## src/hdl/tcw_pkg.sv

```systemverilog
// Summary of operation
// [RQ1] A count write blocks every compare match in the next timer clock cycle.
// [RQ2] Software avoids writing a count equal to a compare value while in use.
// [RQ3] The output latch keeps its level when the waveform mode changes.
// [RQ4] Output mode bits are unbuffered and act from the next compare match.
// [RQ5] In non-PWM modes a force strobe applies the output action at once.
// [RQ6] A nonzero output mode puts the latch on the pin; direction stays external.
// [RQ7] Output mode zero leaves the latch untouched on compare matches.
// [RQ8] Only the waveform mode decides how the counter counts.
// [RQ9] Mode 0 counts up, wraps 0xFF to 0x00, never clears.
// [RQ10] In normal mode overflow is flagged as the count becomes zero.
// [RQ11] Mode 2 clears the counter on a match with compare value A.
// [RQ12] Clear-on-match writes compare A directly; a low value waits for a wrap.
// [RQ13] Clear-on-match with output mode 1 toggles output A on each match.
// [RQ14] Clear-on-match flags overflow as the count passes from 0xFF to 0x00.
// [RQ15] Modes 3 and 7 are fast PWM, top 0xFF or compare value A.
// [RQ16] In fast PWM the counter returns to zero the tick after top.
// [RQ17] Fast PWM mode 2 clears on match, sets at restart; mode 3 inverts.
// [RQ18] Fast PWM flags overflow each time the counter reaches top.
// [RQ19] Fast PWM compare writes go to the buffer, not the active comparator.
// [RQ20] Fast PWM output mode 1 toggles output A on each match.
// [RQ21] Fast PWM compare zero gives a spike, compare max a constant level.
// [RQ22] A match sets its compare flag on the next tick; ack or write one clears.
// [RQ23] A force moves only the latch, never a flag or the counter.
// [RQ24] In PWM modes the buffer reaches the comparator only at top.
// [RQ25] After reset the latches and output modes are zero.
package tcw_pkg;
  // ----------------------------------------
  // Register offsets
  // ----------------------------------------
  localparam logic [3:0] TCW_CTRL_OFF = 4'h0;
  localparam logic [3:0] TCW_FORCE_OFF = 4'h1;
  localparam logic [3:0] TCW_COUNT_OFF = 4'h2;
  localparam logic [3:0] TCW_CMPA_OFF = 4'h3;
  localparam logic [3:0] TCW_CMPB_OFF = 4'h4;
  localparam logic [3:0] TCW_FLAG_OFF = 4'h5;
  // ----------------------------------------
  // Field positions
  // ----------------------------------------
  localparam int TCW_WM_LSB = 0;
  localparam int TCW_MODE_B_LSB = 4;
  localparam int TCW_MODE_A_LSB = 6;
  localparam int TCW_OVF_BIT = 0;
  localparam int TCW_CMP_BIT0 = 1;
  localparam int TCW_CHANNELS = 2;
  // ----------------------------------------
  // Reset values and codes
  // ----------------------------------------
  localparam logic [7:0] TCW_BYTE_RST = 8'h00;
  localparam logic TCW_BIT_RST = 1'b0;
  localparam logic [2:0] TCW_WM_NORMAL = 3'h0;
  localparam logic [2:0] TCW_WM_CLEAR_ON_MATCH = 3'h2;
  localparam logic [2:0] TCW_WM_FAST_MAX = 3'h3;
  localparam logic [2:0] TCW_WM_FAST_CMP = 3'h7;
  localparam logic [7:0] TCW_COUNT_MAX = 8'hFF;
  localparam logic [7:0] TCW_COUNT_BOTTOM = 8'h00;
  localparam logic [7:0] TCW_COUNT_STEP = 8'h01;
  localparam logic [1:0] TCW_OM_OFF = 2'h0;
  localparam logic [1:0] TCW_OM_TOGGLE = 2'h1;
  localparam logic [1:0] TCW_OM_CLEAR = 2'h2;
  localparam logic [1:0] TCW_OM_SET = 2'h3;
endpackage

```

## src/hdl/tcw_ch_if.sv

```systemverilog
interface tcw_ch_if;
  logic match;
  logic restart;
  logic force_strobe;
  logic pwm;
  logic ch_a;
  logic [1:0] mode;
  logic port_value;
  logic direction;
  logic latch;
  logic pin_out;
  logic pin_oe;
  modport ctl (output match, restart, force_strobe, pwm, ch_a, mode, port_value, direction,
               input latch, pin_out, pin_oe);
  modport unit (input match, restart, force_strobe, pwm, ch_a, mode, port_value, direction,
                output latch, pin_out, pin_oe);
endinterface

```

## src/hdl/tcw_channel.sv

```systemverilog
module tcw_channel
  import tcw_pkg::*;
(
  input wire logic sys_clk,
  input wire logic sys_rst,
  tcw_ch_if.unit ch
);
  logic latch_reg;
  logic latch_next;

  // ----------------------------------------
  // Waveform latch
  // ----------------------------------------
  // Mode bits are read live, so a new setting acts on the very next event.
  always_comb
  begin
    latch_next = latch_reg;
    if (ch.pwm)
    begin
      case (ch.mode)
        TCW_OM_TOGGLE: if (ch.match && ch.ch_a) latch_next = !latch_reg; // [RQ20] [RQ4]
        // Restart wins over a match at top so a compare of max holds the level.
        TCW_OM_CLEAR: if (ch.restart) latch_next = 1'b1; else if (ch.match) latch_next = 1'b0; // [RQ17] [RQ21]
        TCW_OM_SET: if (ch.restart) latch_next = 1'b0; else if (ch.match) latch_next = 1'b1; // [RQ17]
        default: latch_next = latch_reg; // [RQ7]
      endcase
    end
    else if (ch.match || ch.force_strobe) // [RQ5] [RQ13]
    begin
      case (ch.mode)
        TCW_OM_TOGGLE: latch_next = !latch_reg;
        TCW_OM_CLEAR: latch_next = 1'b0;
        TCW_OM_SET: latch_next = 1'b1;
        default: latch_next = latch_reg; // [RQ7]
      endcase
    end
  end

  always_ff @(posedge sys_clk)
  begin
    if (sys_rst)
      latch_reg <= TCW_BIT_RST; // [RQ25]
    else
      latch_reg <= latch_next; // [RQ3]
  end

  assign ch.latch = latch_reg;
  assign ch.pin_out = (ch.mode != TCW_OM_OFF) ? latch_reg : ch.port_value; // [RQ6]
  assign ch.pin_oe = ch.direction; // [RQ6]
endmodule // tcw_channel

```

## src/hdl/tcw_timer.sv

```systemverilog
// The register addresses and the address-and-strobe port were left to the implementer.
module tcw_timer
  import tcw_pkg::*;
(
  input wire logic sys_clk,
  input wire logic sys_rst,
  input wire logic timer_tick,
  input wire logic [3:0] reg_addr,
  input wire logic [7:0] reg_wdata,
  input wire logic reg_wr,
  input wire logic reg_rd,
  output logic [7:0] reg_rdata,
  input wire logic flag_ack_overflow,
  input wire logic [1:0] flag_ack_compare,
  input wire logic [1:0] port_value,
  input wire logic [1:0] output_pin_direction,
  output logic [1:0] compare_output,
  output logic [1:0] compare_output_oe,
  output logic overflow_flag,
  output logic [1:0] compare_flag
);
  // ----------------------------------------
  // State
  // ----------------------------------------
  logic [7:0] ctrl_reg;
  logic [7:0] ctrl_next;
  logic [7:0] timer_count_reg;
  logic [7:0] timer_count_next;
  logic block_reg;
  logic block_next;
  logic overflow_flag_reg;
  logic overflow_flag_next;
  logic [7:0] rdata_reg;
  logic [7:0] rdata_next;
  logic [7:0] cmp_buf_reg [TCW_CHANNELS];
  logic [7:0] cmp_buf_next [TCW_CHANNELS];
  logic [7:0] cmp_act_reg [TCW_CHANNELS];
  logic [7:0] cmp_act_next [TCW_CHANNELS];
  logic [1:0] pend_reg;
  logic [1:0] pend_next;
  logic [1:0] cmp_flag_reg;
  logic [1:0] cmp_flag_next;

  // ----------------------------------------
  // Decode
  // ----------------------------------------
  logic [2:0] waveform_mode;
  logic fast_pwm;
  logic pwm_mode;
  logic [7:0] top_value;
  logic at_top;
  logic count_write;
  logic flag_write;
  logic restart;
  logic ctc_clear;
  logic overflow_set;
  logic buffer_xfer;
  logic [1:0] raw_equal;
  logic [1:0] match;
  logic [1:0] force_strobe;
  logic [1:0] cmp_write;
  logic [1:0] compare_output_mode [TCW_CHANNELS];
  logic [7:0] count_plus;

  assign waveform_mode = ctrl_reg[TCW_WM_LSB +: 3];
  assign compare_output_mode[0] = ctrl_reg[TCW_MODE_A_LSB +: 2];
  assign compare_output_mode[1] = ctrl_reg[TCW_MODE_B_LSB +: 2];
  // Of the control fields only the waveform mode feeds the counter; the output modes never do.
  assign fast_pwm = (waveform_mode == TCW_WM_FAST_MAX) || (waveform_mode == TCW_WM_FAST_CMP); // [RQ8] [RQ15]
  // Odd codes are the PWM family; the dual-slope ones count like normal here.
  assign pwm_mode = waveform_mode[0];
  assign top_value = (waveform_mode == TCW_WM_FAST_CMP) ? cmp_act_reg[0] : TCW_COUNT_MAX; // [RQ15]
  assign at_top = timer_count_reg == top_value;
  assign count_plus = timer_count_reg + TCW_COUNT_STEP;
  assign count_write = reg_wr && (reg_addr == TCW_COUNT_OFF);
  assign flag_write = reg_wr && (reg_addr == TCW_FLAG_OFF);
  assign cmp_write[0] = reg_wr && (reg_addr == TCW_CMPA_OFF);
  assign cmp_write[1] = reg_wr && (reg_addr == TCW_CMPB_OFF);
  assign restart = timer_tick && fast_pwm && at_top; // [RQ16]
  assign ctc_clear = timer_tick && (waveform_mode == TCW_WM_CLEAR_ON_MATCH) && raw_equal[0]; // [RQ11]
  assign buffer_xfer = timer_tick && pwm_mode && at_top; // [RQ24]

  // ----------------------------------------
  // Comparators
  // ----------------------------------------
  genvar g;
  generate
    for (g = 0; g < TCW_CHANNELS; g++)
    begin : g_ch
      tcw_ch_if chi();
      assign raw_equal[g] = timer_count_reg == cmp_act_reg[g];
      // A fresh count write blanks the next tick's match on every channel.
      assign match[g] = timer_tick && raw_equal[g] && !block_reg; // [RQ1]
      assign force_strobe[g] = reg_wr && (reg_addr == TCW_FORCE_OFF) && reg_wdata[g] && !pwm_mode; // [RQ5] [RQ23]
      assign chi.match = match[g];
      assign chi.restart = restart;
      assign chi.force_strobe = force_strobe[g];
      assign chi.pwm = pwm_mode;
      assign chi.ch_a = (g == 0);
      assign chi.mode = compare_output_mode[g]; // [RQ4]
      assign chi.port_value = port_value[g];
      assign chi.direction = output_pin_direction[g];
      assign compare_output[g] = chi.pin_out;
      assign compare_output_oe[g] = chi.pin_oe;
      tcw_channel u_channel (
        .sys_clk(sys_clk),
        .sys_rst(sys_rst),
        .ch(chi)
      );

      always_comb
      begin
        cmp_buf_next[g] = cmp_buf_reg[g];
        cmp_act_next[g] = cmp_act_reg[g];
        if (cmp_write[g])
          cmp_buf_next[g] = reg_wdata;
        if (cmp_write[g] && !pwm_mode)
          cmp_act_next[g] = reg_wdata; // [RQ12]
        else if (buffer_xfer)
          cmp_act_next[g] = cmp_buf_reg[g]; // [RQ19] [RQ24]
        // The flag follows the match by one tick; a clear loses to a set.
        pend_next[g] = match[g] ? 1'b1 : (timer_tick ? 1'b0 : pend_reg[g]);
        cmp_flag_next[g] = cmp_flag_reg[g];
        if ((flag_write && reg_wdata[TCW_CMP_BIT0 + g]) || flag_ack_compare[g])
          cmp_flag_next[g] = 1'b0; // [RQ22]
        if (timer_tick && pend_reg[g])
          cmp_flag_next[g] = 1'b1; // [RQ22]
      end

      always_ff @(posedge sys_clk)
      begin
        if (sys_rst)
        begin
          cmp_buf_reg[g] <= TCW_BYTE_RST;
          cmp_act_reg[g] <= TCW_BYTE_RST;
          pend_reg[g] <= TCW_BIT_RST;
          cmp_flag_reg[g] <= TCW_BIT_RST;
        end
        else
        begin
          cmp_buf_reg[g] <= cmp_buf_next[g];
          cmp_act_reg[g] <= cmp_act_next[g];
          pend_reg[g] <= pend_next[g];
          cmp_flag_reg[g] <= cmp_flag_next[g];
        end
      end
    end
  endgenerate

  // ----------------------------------------
  // Counter
  // ----------------------------------------
  // Fast PWM flags the tick that reaches top; the others flag the wrap to zero.
  assign overflow_set = timer_tick && !count_write &&
    (fast_pwm ? (!restart && count_plus == top_value) : at_top); // [RQ10] [RQ14] [RQ18]

  always_comb
  begin
    timer_count_next = timer_count_reg;
    block_next = block_reg;
    if (count_write)
    begin
      timer_count_next = reg_wdata; // [RQ9]
      block_next = 1'b1; // [RQ1]
    end
    else if (timer_tick)
    begin
      block_next = 1'b0;
      if (restart || ctc_clear)
        timer_count_next = TCW_COUNT_BOTTOM; // [RQ11] [RQ16]
      else
        timer_count_next = count_plus; // [RQ9] [RQ12]
    end
  end

  always_comb
  begin
    overflow_flag_next = overflow_flag_reg;
    if ((flag_write && reg_wdata[TCW_OVF_BIT]) || flag_ack_overflow)
      overflow_flag_next = 1'b0;
    if (overflow_set)
      overflow_flag_next = 1'b1; // [RQ10]
  end

  always_ff @(posedge sys_clk)
  begin
    if (sys_rst)
    begin
      timer_count_reg <= TCW_BYTE_RST;
      block_reg <= TCW_BIT_RST;
      overflow_flag_reg <= TCW_BIT_RST;
    end
    else
    begin
      timer_count_reg <= timer_count_next;
      block_reg <= block_next;
      overflow_flag_reg <= overflow_flag_next;
    end
  end

  // ----------------------------------------
  // Register port
  // ----------------------------------------
  always_comb
  begin
    ctrl_next = ctrl_reg;
    if (reg_wr && (reg_addr == TCW_CTRL_OFF))
      ctrl_next = reg_wdata;
    rdata_next = TCW_BYTE_RST;
    if (reg_rd)
    begin
      case (reg_addr)
        TCW_CTRL_OFF: rdata_next = ctrl_reg;
        TCW_COUNT_OFF: rdata_next = timer_count_reg;
        TCW_CMPA_OFF: rdata_next = cmp_buf_reg[0];
        TCW_CMPB_OFF: rdata_next = cmp_buf_reg[1];
        TCW_FLAG_OFF: rdata_next = {5'h00, cmp_flag_reg, overflow_flag_reg};
        default: rdata_next = TCW_BYTE_RST;
      endcase
    end
  end

  always_ff @(posedge sys_clk)
  begin
    if (sys_rst)
    begin
      ctrl_reg <= TCW_BYTE_RST; // [RQ25]
      rdata_reg <= TCW_BYTE_RST;
    end
    else
    begin
      ctrl_reg <= ctrl_next; // [RQ3]
      rdata_reg <= rdata_next;
    end
  end

  assign reg_rdata = rdata_reg;
  assign overflow_flag = overflow_flag_reg;
  assign compare_flag = cmp_flag_reg;
endmodule // tcw_timer

```

## config.mk

```make
export PLATFORM = sky130hd
export DESIGN_NAME = tcw_timer
export DESIGN_NICKNAME = d
export VERILOG_FILES = /design/src/hdl/tcw_pkg.sv /design/src/hdl/tcw_ch_if.sv /design/src/hdl/tcw_channel.sv /design/src/hdl/tcw_timer.sv
export SDC_FILE = /design/constraint.sdc
export NUM_CORES = 1
export LEC_CHECK = 0
export ABC_AREA = 1
export BUFFER_PORTS_ARGS = -buffer_cell sky130_fd_sc_hd__buf_4
export CORE_ASPECT_RATIO = 1.4
export CORE_MARGIN = 4
export CORE_UTILIZATION = 59
export DETAILED_ROUTE_END_ITERATION = 10
export GPL_ROUTABILITY_DRIVEN = 0
export PLACE_DENSITY = 0.86
export SYNTH_ARGS = -nofsm -noshare
export SYNTH_HDL_FRONTEND = slang
export SYNTH_SLANG_ARGS = --single-unit
export TNS_END_PERCENT = 100
```

## constraint.sdc

```tcl
create_clock -name sys_clk -period 2.5 [get_ports sys_clk]
set_clock_uncertainty 0.15 [all_clocks]
set_input_delay 0.25 -clock sys_clk [delete_from_list [all_inputs] [get_ports sys_clk]]
set_output_delay 0.25 -clock sys_clk [all_outputs]
set_load 0.05 [all_outputs]
```

==> impl_metrics.toml, run 1 <==
[drt]
vias_per_cell = 6.05
drtIter0Drc = 347
num_vias = 3961
remaining_design_rule_violation_count = 0
drt.antenna.violating_nets = 0
firstDrtPassIters = 5
drt-wirelength-per-cell_um = 16.2
drt_wl_total_um = 10600

[grt]
grt_pass1_vias = 3710
grt_pass1_wl_um = 17500
residual_overflow_from_global_routing = 0
grt_antenna_before_repair = 0
grt_max_degree = 33
gr-usage-all-layers_pct = 30.2

[setup_path]
regToRegSetupSlack_ns = 0.30
reg2reg_depth = 9
rr_startpoint = "timer_count_reg[1]"
critical_path.max_fanout = 7
criticalPathCategory = "flip-flop to flip-flop"
slowest_stage = "sky130_fd_sc_hd__dfxtp_1"
critical_path.reg2reg.endpoint = "overflow_flag"
cell_by_cell_listing_of_the_critical_path = "ha_1 -> nand3_1 -> nor3_1 -> xnor2_1 -> nor2_1 -> nand3_1 -> nand2_1 -> nand2_1 -> a21oi_1"
worst_ep_arrival_time_ns = 2.32
timing.critical_path.to_type = "flip-flop"
worst_ep_required_time_ns = 2.63
start_kind = "flip-flop"
timing.critical_path.slowest_cell_delay_ns = 0.50

[layout]
antenna_cells_inserted = 0
mostFrequentLayoutCell = "sky130_fd_sc_hd__nand2_1"
drive_above_1_share_pct = 14.4
nNetsFinal = 605
layout.cells.most_common_list = "sky130_fd_sc_hd__nand2_1, sky130_fd_sc_hd__inv_1, sky130_fd_sc_hd__nor2_1"
area_growth_syn_to_layout_pct = 13.3

[run]
cap_violations = 0

[synth]
synth-warning-count = 0
synth-compound-area-share_pct = 21.9
post_synth_inst_count = 551
post_synth_num_cell_types = 34
synth_edf_count = 0
number_of_register_bits_inferred_by_synthesis = 64
syn_area_um2 = 3670
synth_adder_area_share_pct = 0.341
yosys.area_share.simple_pct = 29.7
combinational_family_with_the_most_area_after_synthesis = "simple AND/OR/NAND/NOR gates"
synth_seq_area_share_pct = 34.9
synthArstFlopShare_pct = 0
synth-main-ff-cell = "sky130_fd_sc_hd__dfxtp_1"
post_synth.cell_area_avg_um2 = 6.66
synth.mux.area_fraction_pct = 0
synth_xor_area_share_pct = 2.63
syn_nets = 576

[sta]
worst_pin_slew_ns = 0.625
report.final.hold_viol_count = 0
timing.setup.tns_ns = 0
setup_viol = 0
rsz_0062_raised_after_global_routing = "false"
max_freq_ghz = 0.455
report.final.slew_viol_count = 0
max-slew-margin-rel_pct = 58.2
period_minus_slack_ns = 2.20
post-route-period-util_pct = 87.8

[min_path]
hold_path.startpoint = "flag_ack_compare[0]"
number_of_instances_on_the_worst_hold_path = 4
hold_path_end = "compare_flag[0]"
worstHoldPathType = "input pin to flip-flop"

[clocking]
tritoncts = "built"
htree_levels = 3
worst_skew_pair.late_latency_ns = 0.34
root_driver = "sky130_fd_sc_hd__clkbuf_8"
ctsResizeCount = 0
cts_clk_pin_slew_worst_paths_ns = 0.07
cts_buffer_depth = 2
postCtsSetupRepairBufs = 0
numClockSinks = 64
cts_hold_repair.buffers = 0
cts_buffers = 9

[power]
power_density_nw_per_um2 = 554
cellLeakagePower_uw = 0.00174
ir_worst_vdd_mv = 0.516
power.total_uw = 2300

[die]
number_of_rows_created_at_floorplan = 33
top_level_ports = 39
dieHeight_um = 101
design.core.area_um2 = 5950
design.die.area_um2 = 7560
die_w_um = 74.7
initial_core_util_pct = 61.7

[outcome]
run_status = "complete, no violations"

[placement]
port_buffers = 34
place.detailed.hpwl_um = 7880
## per-stage QoR
step           instance area [µm²]  setup WS [ns]  hold WS, ns  utilization [%]  cells
6_report                      4160          0.304       0.0199             69.9    655
5_1_grt                       4160         0.0616       0.0105             69.9    655
4_1_cts                       4160          0.259      0.00882             69.9    655
3_3_place_gp                  3930          0.359        0.302             66.2    639
2_1_floorplan                 3670          0.675        0.274                -    551
3_5_place_dp                  3930          0.270        0.309             66.2    639
## cell families (layout without fill, tap and decap cells)
kind of cell | Yosys count | count (layout)
AND/OR/NAND/NOR | 235 | 235
AO/OA/AOI/OAI | 148 | 148
buffers and inverters | 92 | 126
flip-flops | 64 | 64
XOR/XNOR | 11 | 11
adder cells (fa/ha/maj) | 1 | 1
## area by class of cell
| cell class | instances | area, µm² |
|---|---|---|
| Inverter | 70 | 263 |
| Tap cell | 70 | 87.6 |
| Clock inverter | 4 | 77.6 |
| Timing Repair Buffer | 40 | 300 |
| Multi-Input combinational cell | 395 | 2000 |
| Fill cell | 533 | 1790 |
| Sequential cell | 64 | 1280 |
| Clock buffer | 12 | 145 |
## critical path: cells and delay by family, from the launching register on
kind | cells | cell delay (ns)
AOI/OAI and AO/OA | 1 | 0.13
and+or+nand+nor | 6 | 0.92
DFF | 1 | 0.50
xor gates and xnor gates | 1 | 0.14
adders and majority gates | 1 | 0.29
## synthesized netlist by cell type, drive strengths merged, types with 4 or more instances
cell type / n / area share [%]
xor2: 7 / 1.7
o21ai: 68 / 9.4
a21oi: 52 / 7.2
a221oi: 5 / 1.2
xnor2: 4 / 0.95
clkbuf: 12 / 1.2
inv: 70 / 7.2
a211oi: 4 / 0.82
nor2: 73 / 9.1
nand2: 110 / 12
buf: 10 / 2.1
dfxtp: 64 / 35
nor3: 4 / 0.55
nand4: 8 / 1.8
o22ai: 17 / 2.9
nand3: 38 / 5.7
## routing by layer
| metal | global-route usage (%) | wire length, µm | share of wire (%) |
|---|---|---|---|
| met1 | 35.1 | 3960 | 37 |
| met2 | 49.4 | 5260 | 50 |
| met3 | 7.65 | 883 | 8.3 |
| met4 | 17.7 | 496 | 4.7 |
| met5 | 0 | 0 | 0 |
## where the power goes
part           total (µW)  switching, µW  leakage [µW]  internal, µW
sequential           1070           25.5      0.000518          1040
combinational         247            162       0.00112          84.1
clock                 990            397      0.000111           593
## worst max path at each step
stage	startpoint	endpoint	slack (ns)	cells past startpoint
after floorplan	ctrl_reg[0]	cmp_act_reg[1][6]	0.68	11
after global placement	ctrl_reg[0]	g_ch[0].u_channel.ch.latch	0.36	10
after detailed placement	ctrl_reg[0]	g_ch[1].u_channel.ch.latch	0.27	11
after CTS	ctrl_reg[0]	g_ch[1].u_channel.ch.latch	0.26	12
after global routing	timer_count_reg[3]	g_ch[0].u_channel.ch.latch	0.06	12
final	timer_count_reg[1]	overflow_flag	0.30	9
No activity file was read; power rests on OpenSTA's default activity.
==> run 2: changes to the inputs <==
ABC_AREA = not set   (was 1)
==> run 2 against run 1 <==
Against the previous run: critical endpoint is now timer_count_reg[2]; clock power barely moved; die area is 0.80% lower; synthesized cell count is 20% lower; global-route usage is 0.14 points lower; combinational power rose by 2%; cell count decreased by 18%; sequential share of layout area grew 0.40 points; wire length fell by 0.66%.
==> impl_metrics.toml, run 2 <==
[clocking]
cts_buffers = 9
htree_levels = 3
root_driver = "sky130_fd_sc_hd__clkbuf_8"
worst_skew_pair.late_latency_ns = 0.35
cts_clk_pin_slew_worst_paths_ns = 0.08
tritoncts = "built"
numClockSinks = 64
cts_buffer_depth = 2

[grt]
grt_pass1_wl_um = 17300
grt_antenna_before_repair = 0
residual_overflow_from_global_routing = 0
gr-usage-all-layers_pct = 30.1
grt_pass1_vias = 3342
grt_max_degree = 40

[drt]
drt_wl_total_um = 10500
drt-wirelength-per-cell_um = 19.7
drtIter0Drc = 494
vias_per_cell = 6.68
remaining_design_rule_violation_count = 0
drt.antenna.violating_nets = 0
firstDrtPassIters = 5
num_vias = 3569

[setup_path]
rr_startpoint = "cmp_act_reg[0][4]"
slowest_stage = "sky130_fd_sc_hd__or3_1"
worst_ep_arrival_time_ns = 2.41
timing.critical_path.to_type = "flip-flop"
critical_path.max_fanout = 7
worst_ep_required_time_ns = 2.55
timing.critical_path.max_delay_family = "simple AND/OR/NAND/NOR gates"
cell_by_cell_listing_of_the_critical_path = "xor2_1 -> or3_1 -> nor4_1 -> buf_4 -> a31oi_1 -> nand2_1 -> o22ai_1"
timing.critical_path.slowest_cell_delay_ns = 0.41
path_buf_inv = 1
criticalPathCategory = "flip-flop to flip-flop"
start_kind = "flip-flop"
crit_start = "cmp_act_reg[0][4]"

[sta]
post-route-period-util_pct = 94.3
period_minus_slack_ns = 2.36
timing.final.ws_setup_ns = 0.142
setup_viol = 0
report.final.hold_viol_count = 0
timing.setup.tns_ns = 0
report.final.slew_viol_count = 0
worst_pin_slew_ns = 0.538
max-slew-margin-rel_pct = 63.9
max_freq_ghz = 0.424

[die]
number_of_rows_created_at_floorplan = 33
top_level_ports = 39
die_w_um = 74.4
design.core.area_um2 = 5900
initial_core_util_pct = 61.6
dieHeight_um = 101
design.die.area_um2 = 7500

[placement]
port_buffers = 34
place.detailed.hpwl_um = 7230
placed_cells_incl_taps = 517
pre_cts_slack_ns = 0.0961

[power]
cellLeakagePower_uw = 0.00154
power.total_uw = 2320
ir_worst_vdd_mv = 0.362
power_density_nw_per_um2 = 565

[outcome]
run_status = "complete, no violations"

[min_path]
worstHoldPathType = "input pin to flip-flop"
hold_path.startpoint = "reg_wdata[3]"

[synth]
synthArstFlopShare_pct = 0
synth_area_leaders = "sky130_fd_sc_hd__dfxtp_1, sky130_fd_sc_hd__a21oi_1, sky130_fd_sc_hd__nand3_1"
post_synth_inst_count = 441
synth_seq_area_share_pct = 35.2
synth-warning-count = 0
synth_top_cell_by_area = "sky130_fd_sc_hd__dfxtp_1"
synth_edf_count = 0
syn_nets = 466
synth-main-ff-cell = "sky130_fd_sc_hd__dfxtp_1"
syn_area_um2 = 3640
synth_commonest_cells = "sky130_fd_sc_hd__dfxtp_1, sky130_fd_sc_hd__a21oi_1, sky130_fd_sc_hd__nand2_1"
post_synth.cell_area_avg_um2 = 8.25
yosysTopAreaCellShare_pct = 35.2
number_of_register_bits_inferred_by_synthesis = 64
post_synth_num_cell_types = 56
synth_most_common_cell = "sky130_fd_sc_hd__dfxtp_1"

[layout]
mostFrequentLayoutCell = "sky130_fd_sc_hd__dfxtp_1"
drive_above_1_share_pct = 17.7
nNetsFinal = 484
finish.cell_count_without_fillers = 534
antenna_cells_inserted = 0
layout.cells.most_common_list = "sky130_fd_sc_hd__dfxtp_1, sky130_fd_sc_hd__buf_4, sky130_fd_sc_hd__a21oi_1"
area_growth_syn_to_layout_pct = 12.8

[run]
cap_violations = 0
## run 2: kinds of logic (layout without fill, tap and decap cells)
kind of cell | Yosys count | in the layout | share of synthesized area (%)
and+or+nand+nor | 166 | 166 | 25.7
xor gates and xnor gates | 25 | 25 | 6.02
AOI/OAI and AO/OA | 118 | 118 | 20.5
muxes | 18 | 18 | 5.02
adders and majority gates | 1 | 1 | 0.344
DFF | 64 | 64 | 35.2
buffers and inverters | 49 | 72 | 7.19
## run 2: stage by stage
step                hold slack [ns]  utilization [%]  cell area, µm²
floorplan                     0.247                -            3640
global placement              0.296             65.4            3860
detailed placement            0.304             65.4            3860
CTS                          0.0487             69.1            4080
global route                 0.0533             69.5            4100
finish                       0.0519             69.5            4100
## run 2: path summary, 6_finish.rpt
check,endpoint,slack [ns],cells after the start
max,timer_count_reg[2],0.14,7
min,cmp_buf_reg[1][3],0.05,3
max reg2reg,timer_count_reg[2],0.14,7
min reg2reg,ctrl_reg[3],0.32,2
## run 2: layer usage
metal | track usage [%] | part of all wire (%) | vias to the layer above | wire (µm)
li1 | - | - | 1624 | -
met1 | 38.2 | 37 | 1660 | 3950
met2 | 45.6 | 48 | 233 | 5030
met3 | 5.99 | 9.3 | 52 | 980
met4 | 19.3 | 5.4 | 0 | 571
met5 | 0 | 0 | - | 0
## run 2: worst reg2reg max path, stage by stage (launching register included)
cell and delay (ns):
sky130_fd_sc_hd__dfxtp_1 0.36, sky130_fd_sc_hd__xor2_1 0.22, sky130_fd_sc_hd__or3_1 0.41, sky130_fd_sc_hd__nor4_1 0.34
sky130_fd_sc_hd__buf_4 0.19, sky130_fd_sc_hd__a31oi_1 0.10, sky130_fd_sc_hd__nand2_1 0.31, sky130_fd_sc_hd__o22ai_1 0.12
## run 2: area by class of cell
| class | instances | area [µm²] |
|---|---|---|
| Multi-Input combinational cell | 328 | 2090 |
| Timing Repair Buffer | 52 | 403 |
| Tap cell | 70 | 87.6 |
| Sequential cell | 64 | 1280 |
| Inverter | 4 | 15.0 |
| Clock inverter | 5 | 80.1 |
| Fill cell | 469 | 1800 |
| Clock buffer | 11 | 141 |
## run 2: where the power goes
part           internal, µW  switching, µW
registers              1040           25.6
logic                  94.9            156
clock network           587            414
## run 2: repair_timing
action | CTS | global route
setup endpoints to repair | 0 | 17
hold buffers | 0 | 0
setup buffers | 0 | 1
gates resized for setup | 0 | 1
==> run 3: changes to the inputs <==
CELL_PAD_IN_SITES_DETAIL_PLACEMENT = 0   (was not set)
CELL_PAD_IN_SITES_GLOBAL_PLACEMENT = 2   (was not set)
CORE_UTILIZATION = 35   (was 59)
PLACE_DENSITY = 0.85   (was 0.86)
==> run 3 against run 2 <==
Against the previous run: register-to-register slack hardly changed; combinational power is 3% higher; via count is 4.7% lower; critical path type unchanged; critical endpoint is now cmp_act_reg[1][6].
==> impl_metrics.toml, run 3 (synthesis gave the netlist of run 2 again) <==
[layout]
drive_above_1_share_pct = 18.0
nNetsFinal = 487
area_growth_syn_to_layout_pct = 17.2
layout.filler_cells = 1041
mostFrequentLayoutCell = "sky130_fd_sc_hd__dfxtp_1"
antenna_cells_inserted = 0
layout_utilization_pct = 42.6
layout.cells.most_common_list = "sky130_fd_sc_hd__dfxtp_1, sky130_fd_sc_hd__buf_4, sky130_fd_sc_hd__a21oi_1"

[sta]
timing.final.ws_setup_ns = 0.154
rsz_0062_raised_after_global_routing = "false"
post-route-period-util_pct = 93.8
setup_viol = 0
timing.setup.tns_ns = 0
worst_pin_slew_ns = 0.609
period_minus_slack_ns = 2.35
report.final.hold_viol_count = 0
max_freq_ghz = 0.426
report.final.slew_viol_count = 0
max-slew-margin-rel_pct = 59.4

[clocking]
postCtsSetupRepairBufs = 0
cts_clk_pin_slew_worst_paths_ns = 0.05
cts_hold_repair.buffers = 0
cts_buffers = 9
cts_buffer_depth = 2
worst_skew_pair.late_latency_ns = 0.33
htree_levels = 3
numClockSinks = 64
tritoncts = "built"
root_driver = "sky130_fd_sc_hd__clkbuf_16"
ctsResizeCount = 0

[setup_path]
critical_path_capture_point = "cmp_act_reg[1][6]"
timing.critical_path.slowest_cell_delay_ns = 0.42
cell_by_cell_listing_of_the_critical_path = "xor2_1 -> nor4_4 -> o21ai_2 -> a22oi_2 -> nand4_4 -> buf_4 -> mux2i_1 -> a211oi_1"
cp.depth = 8
timing.critical_path.max_delay_family = "compound AO/OA/AOI/OAI gates"
critical_path.reg2reg.endpoint = "cmp_act_reg[1][6]"
path_buf_inv = 1
worst_ep_arrival_time_ns = 2.43
criticalPathCategory = "flip-flop to flip-flop"
start_kind = "flip-flop"
critical_path.max_fanout = 9
worst_ep_required_time_ns = 2.59
crit_start = "cmp_act_reg[0][4]"
timing.critical_path.to_type = "flip-flop"
reg2reg_depth = 8
regToRegSetupSlack_ns = 0.15
slowest_stage = "sky130_fd_sc_hd__dfxtp_1"
rr_startpoint = "cmp_act_reg[0][4]"

[min_path]
worstHoldPathType = "input pin to flip-flop"

[power]
internal-power_uw = 1890
power.total_uw = 2530
sw_share_pct = 25.2
switchingPower_uw = 636
power.share.sequential_pct = 42.2
ir_worst_vdd_mv = 0.333
pwr-share-comb_pct = 10.2
cellLeakagePower_uw = 0.00158
clockPowerShare_pct = 47.6
power_density_nw_per_um2 = 593

[grt]
grt_pass1_vias = 3193
residual_overflow_from_global_routing = 0
grt_pass1_wl_um = 18300
grt_antenna_before_repair = 0
grt_max_degree = 35
gr-usage-all-layers_pct = 20.2

[placement]
place.detailed.hpwl_um = 8510
pre_cts_slack_ns = 0.198
port_buffers = 34

[drt]
firstDrtPassIters = 5
drt-wirelength-per-cell_um = 19.3
drtIter0Drc = 225
vias_per_cell = 5.65
drt.antenna.violating_nets = 0
remaining_design_rule_violation_count = 0
num_vias = 3400
drt_wl_total_um = 11600

[die]
die_w_um = 94.2
top_level_ports = 39
dieHeight_um = 129
initial_core_util_pct = 36.3
design.die.area_um2 = 12100
design.core.area_um2 = 10000
number_of_rows_created_at_floorplan = 43

[run]
cap_violations = 0

[outcome]
run_status = "complete, no violations"
-- run 3: cell count changes in the layout (fill, tap and decap cells not counted) --
cell                         delta
sky130_fd_sc_hd__clkbuf_16      +9
sky130_fd_sc_hd__clkbuf_8       -7
sky130_fd_sc_hd__buf_4          +4
sky130_fd_sc_hd__bufinv_16      -2
sky130_fd_sc_hd__buf_12         -1
sky130_fd_sc_hd__clkbuf_1       +1
sky130_fd_sc_hd__clkinvlp_4     -1
sky130_fd_sc_hd__dfxtp_1        +1
sky130_fd_sc_hd__dfxtp_2        -1
sky130_fd_sc_hd__nand3_1        -1
sky130_fd_sc_hd__nand3_2        +1
-- run 3: cell type report --
| cell class | count | area [µm²] | area share, % |
|---|---|---|---|
| Clock buffer | 14 | 274 | 6.43 |
| Clock inverter | 2 | 12.5 | 0.293 |
| Inverter | 4 | 15.0 | 0.352 |
| Multi-Input combinational cell | 328 | 2100 | 49.2 |
| Sequential cell | 64 | 1280 | 30.0 |
| Tap cell | 135 | 169 | 3.96 |
| Timing Repair Buffer | 55 | 413 | 9.68 |
-- run 3: tightest hold or removal path, delay by kind of cell --
kind	cells	cell delay, ns
AOI/OAI and AO/OA	1	0.05
and+or+nand+nor	1	0.06
buffers and inverters	1	0.14
-- run 3: worst min-delay path by stage --
stage	slack, ns	from	cells past startpoint	endpoint
2_1_floorplan	0.25	reg_wdata[3]	2	ctrl_reg[3]
3_3_place_gp	0.30	ctrl_reg[3]	2	ctrl_reg[3]
3_5_place_dp	0.30	ctrl_reg[3]	2	ctrl_reg[3]
4_1_cts	0.06	reg_wdata[7]	3	cmp_buf_reg[0][7]
5_1_grt	0.07	reg_wdata[7]	3	cmp_buf_reg[1][7]
6_report	0.07	reg_wdata[7]	3	cmp_buf_reg[1][7]
-- run 3: power by group through the flow --
stage	combinational (µW)	sequential (µW)	clock [µW]
finish	259	1070	1200
global placement	255	1090	0
global route	278	1070	1260
detailed placement	256	1090	0
CTS	257	1070	1220
floorplan	168	1080	0
-- run 3: per-stage QoR --
step | instances | area [µm²] | hold WS [ns]
final | 602 | 4260 | 0.0686
after global routing | 602 | 4260 | 0.0740
after CTS | 602 | 4260 | 0.0636
after detailed placement | 586 | 3970 | 0.297
after global placement | 586 | 3970 | 0.297
after floorplan | 441 | 3640 | 0.247
-- run 3: layer usage --
metal	wire, µm	global-route usage, %
met5	0	0
met4	628	11.8
met3	632	4.15
met2	5670	32.9
met1	4720	24.3
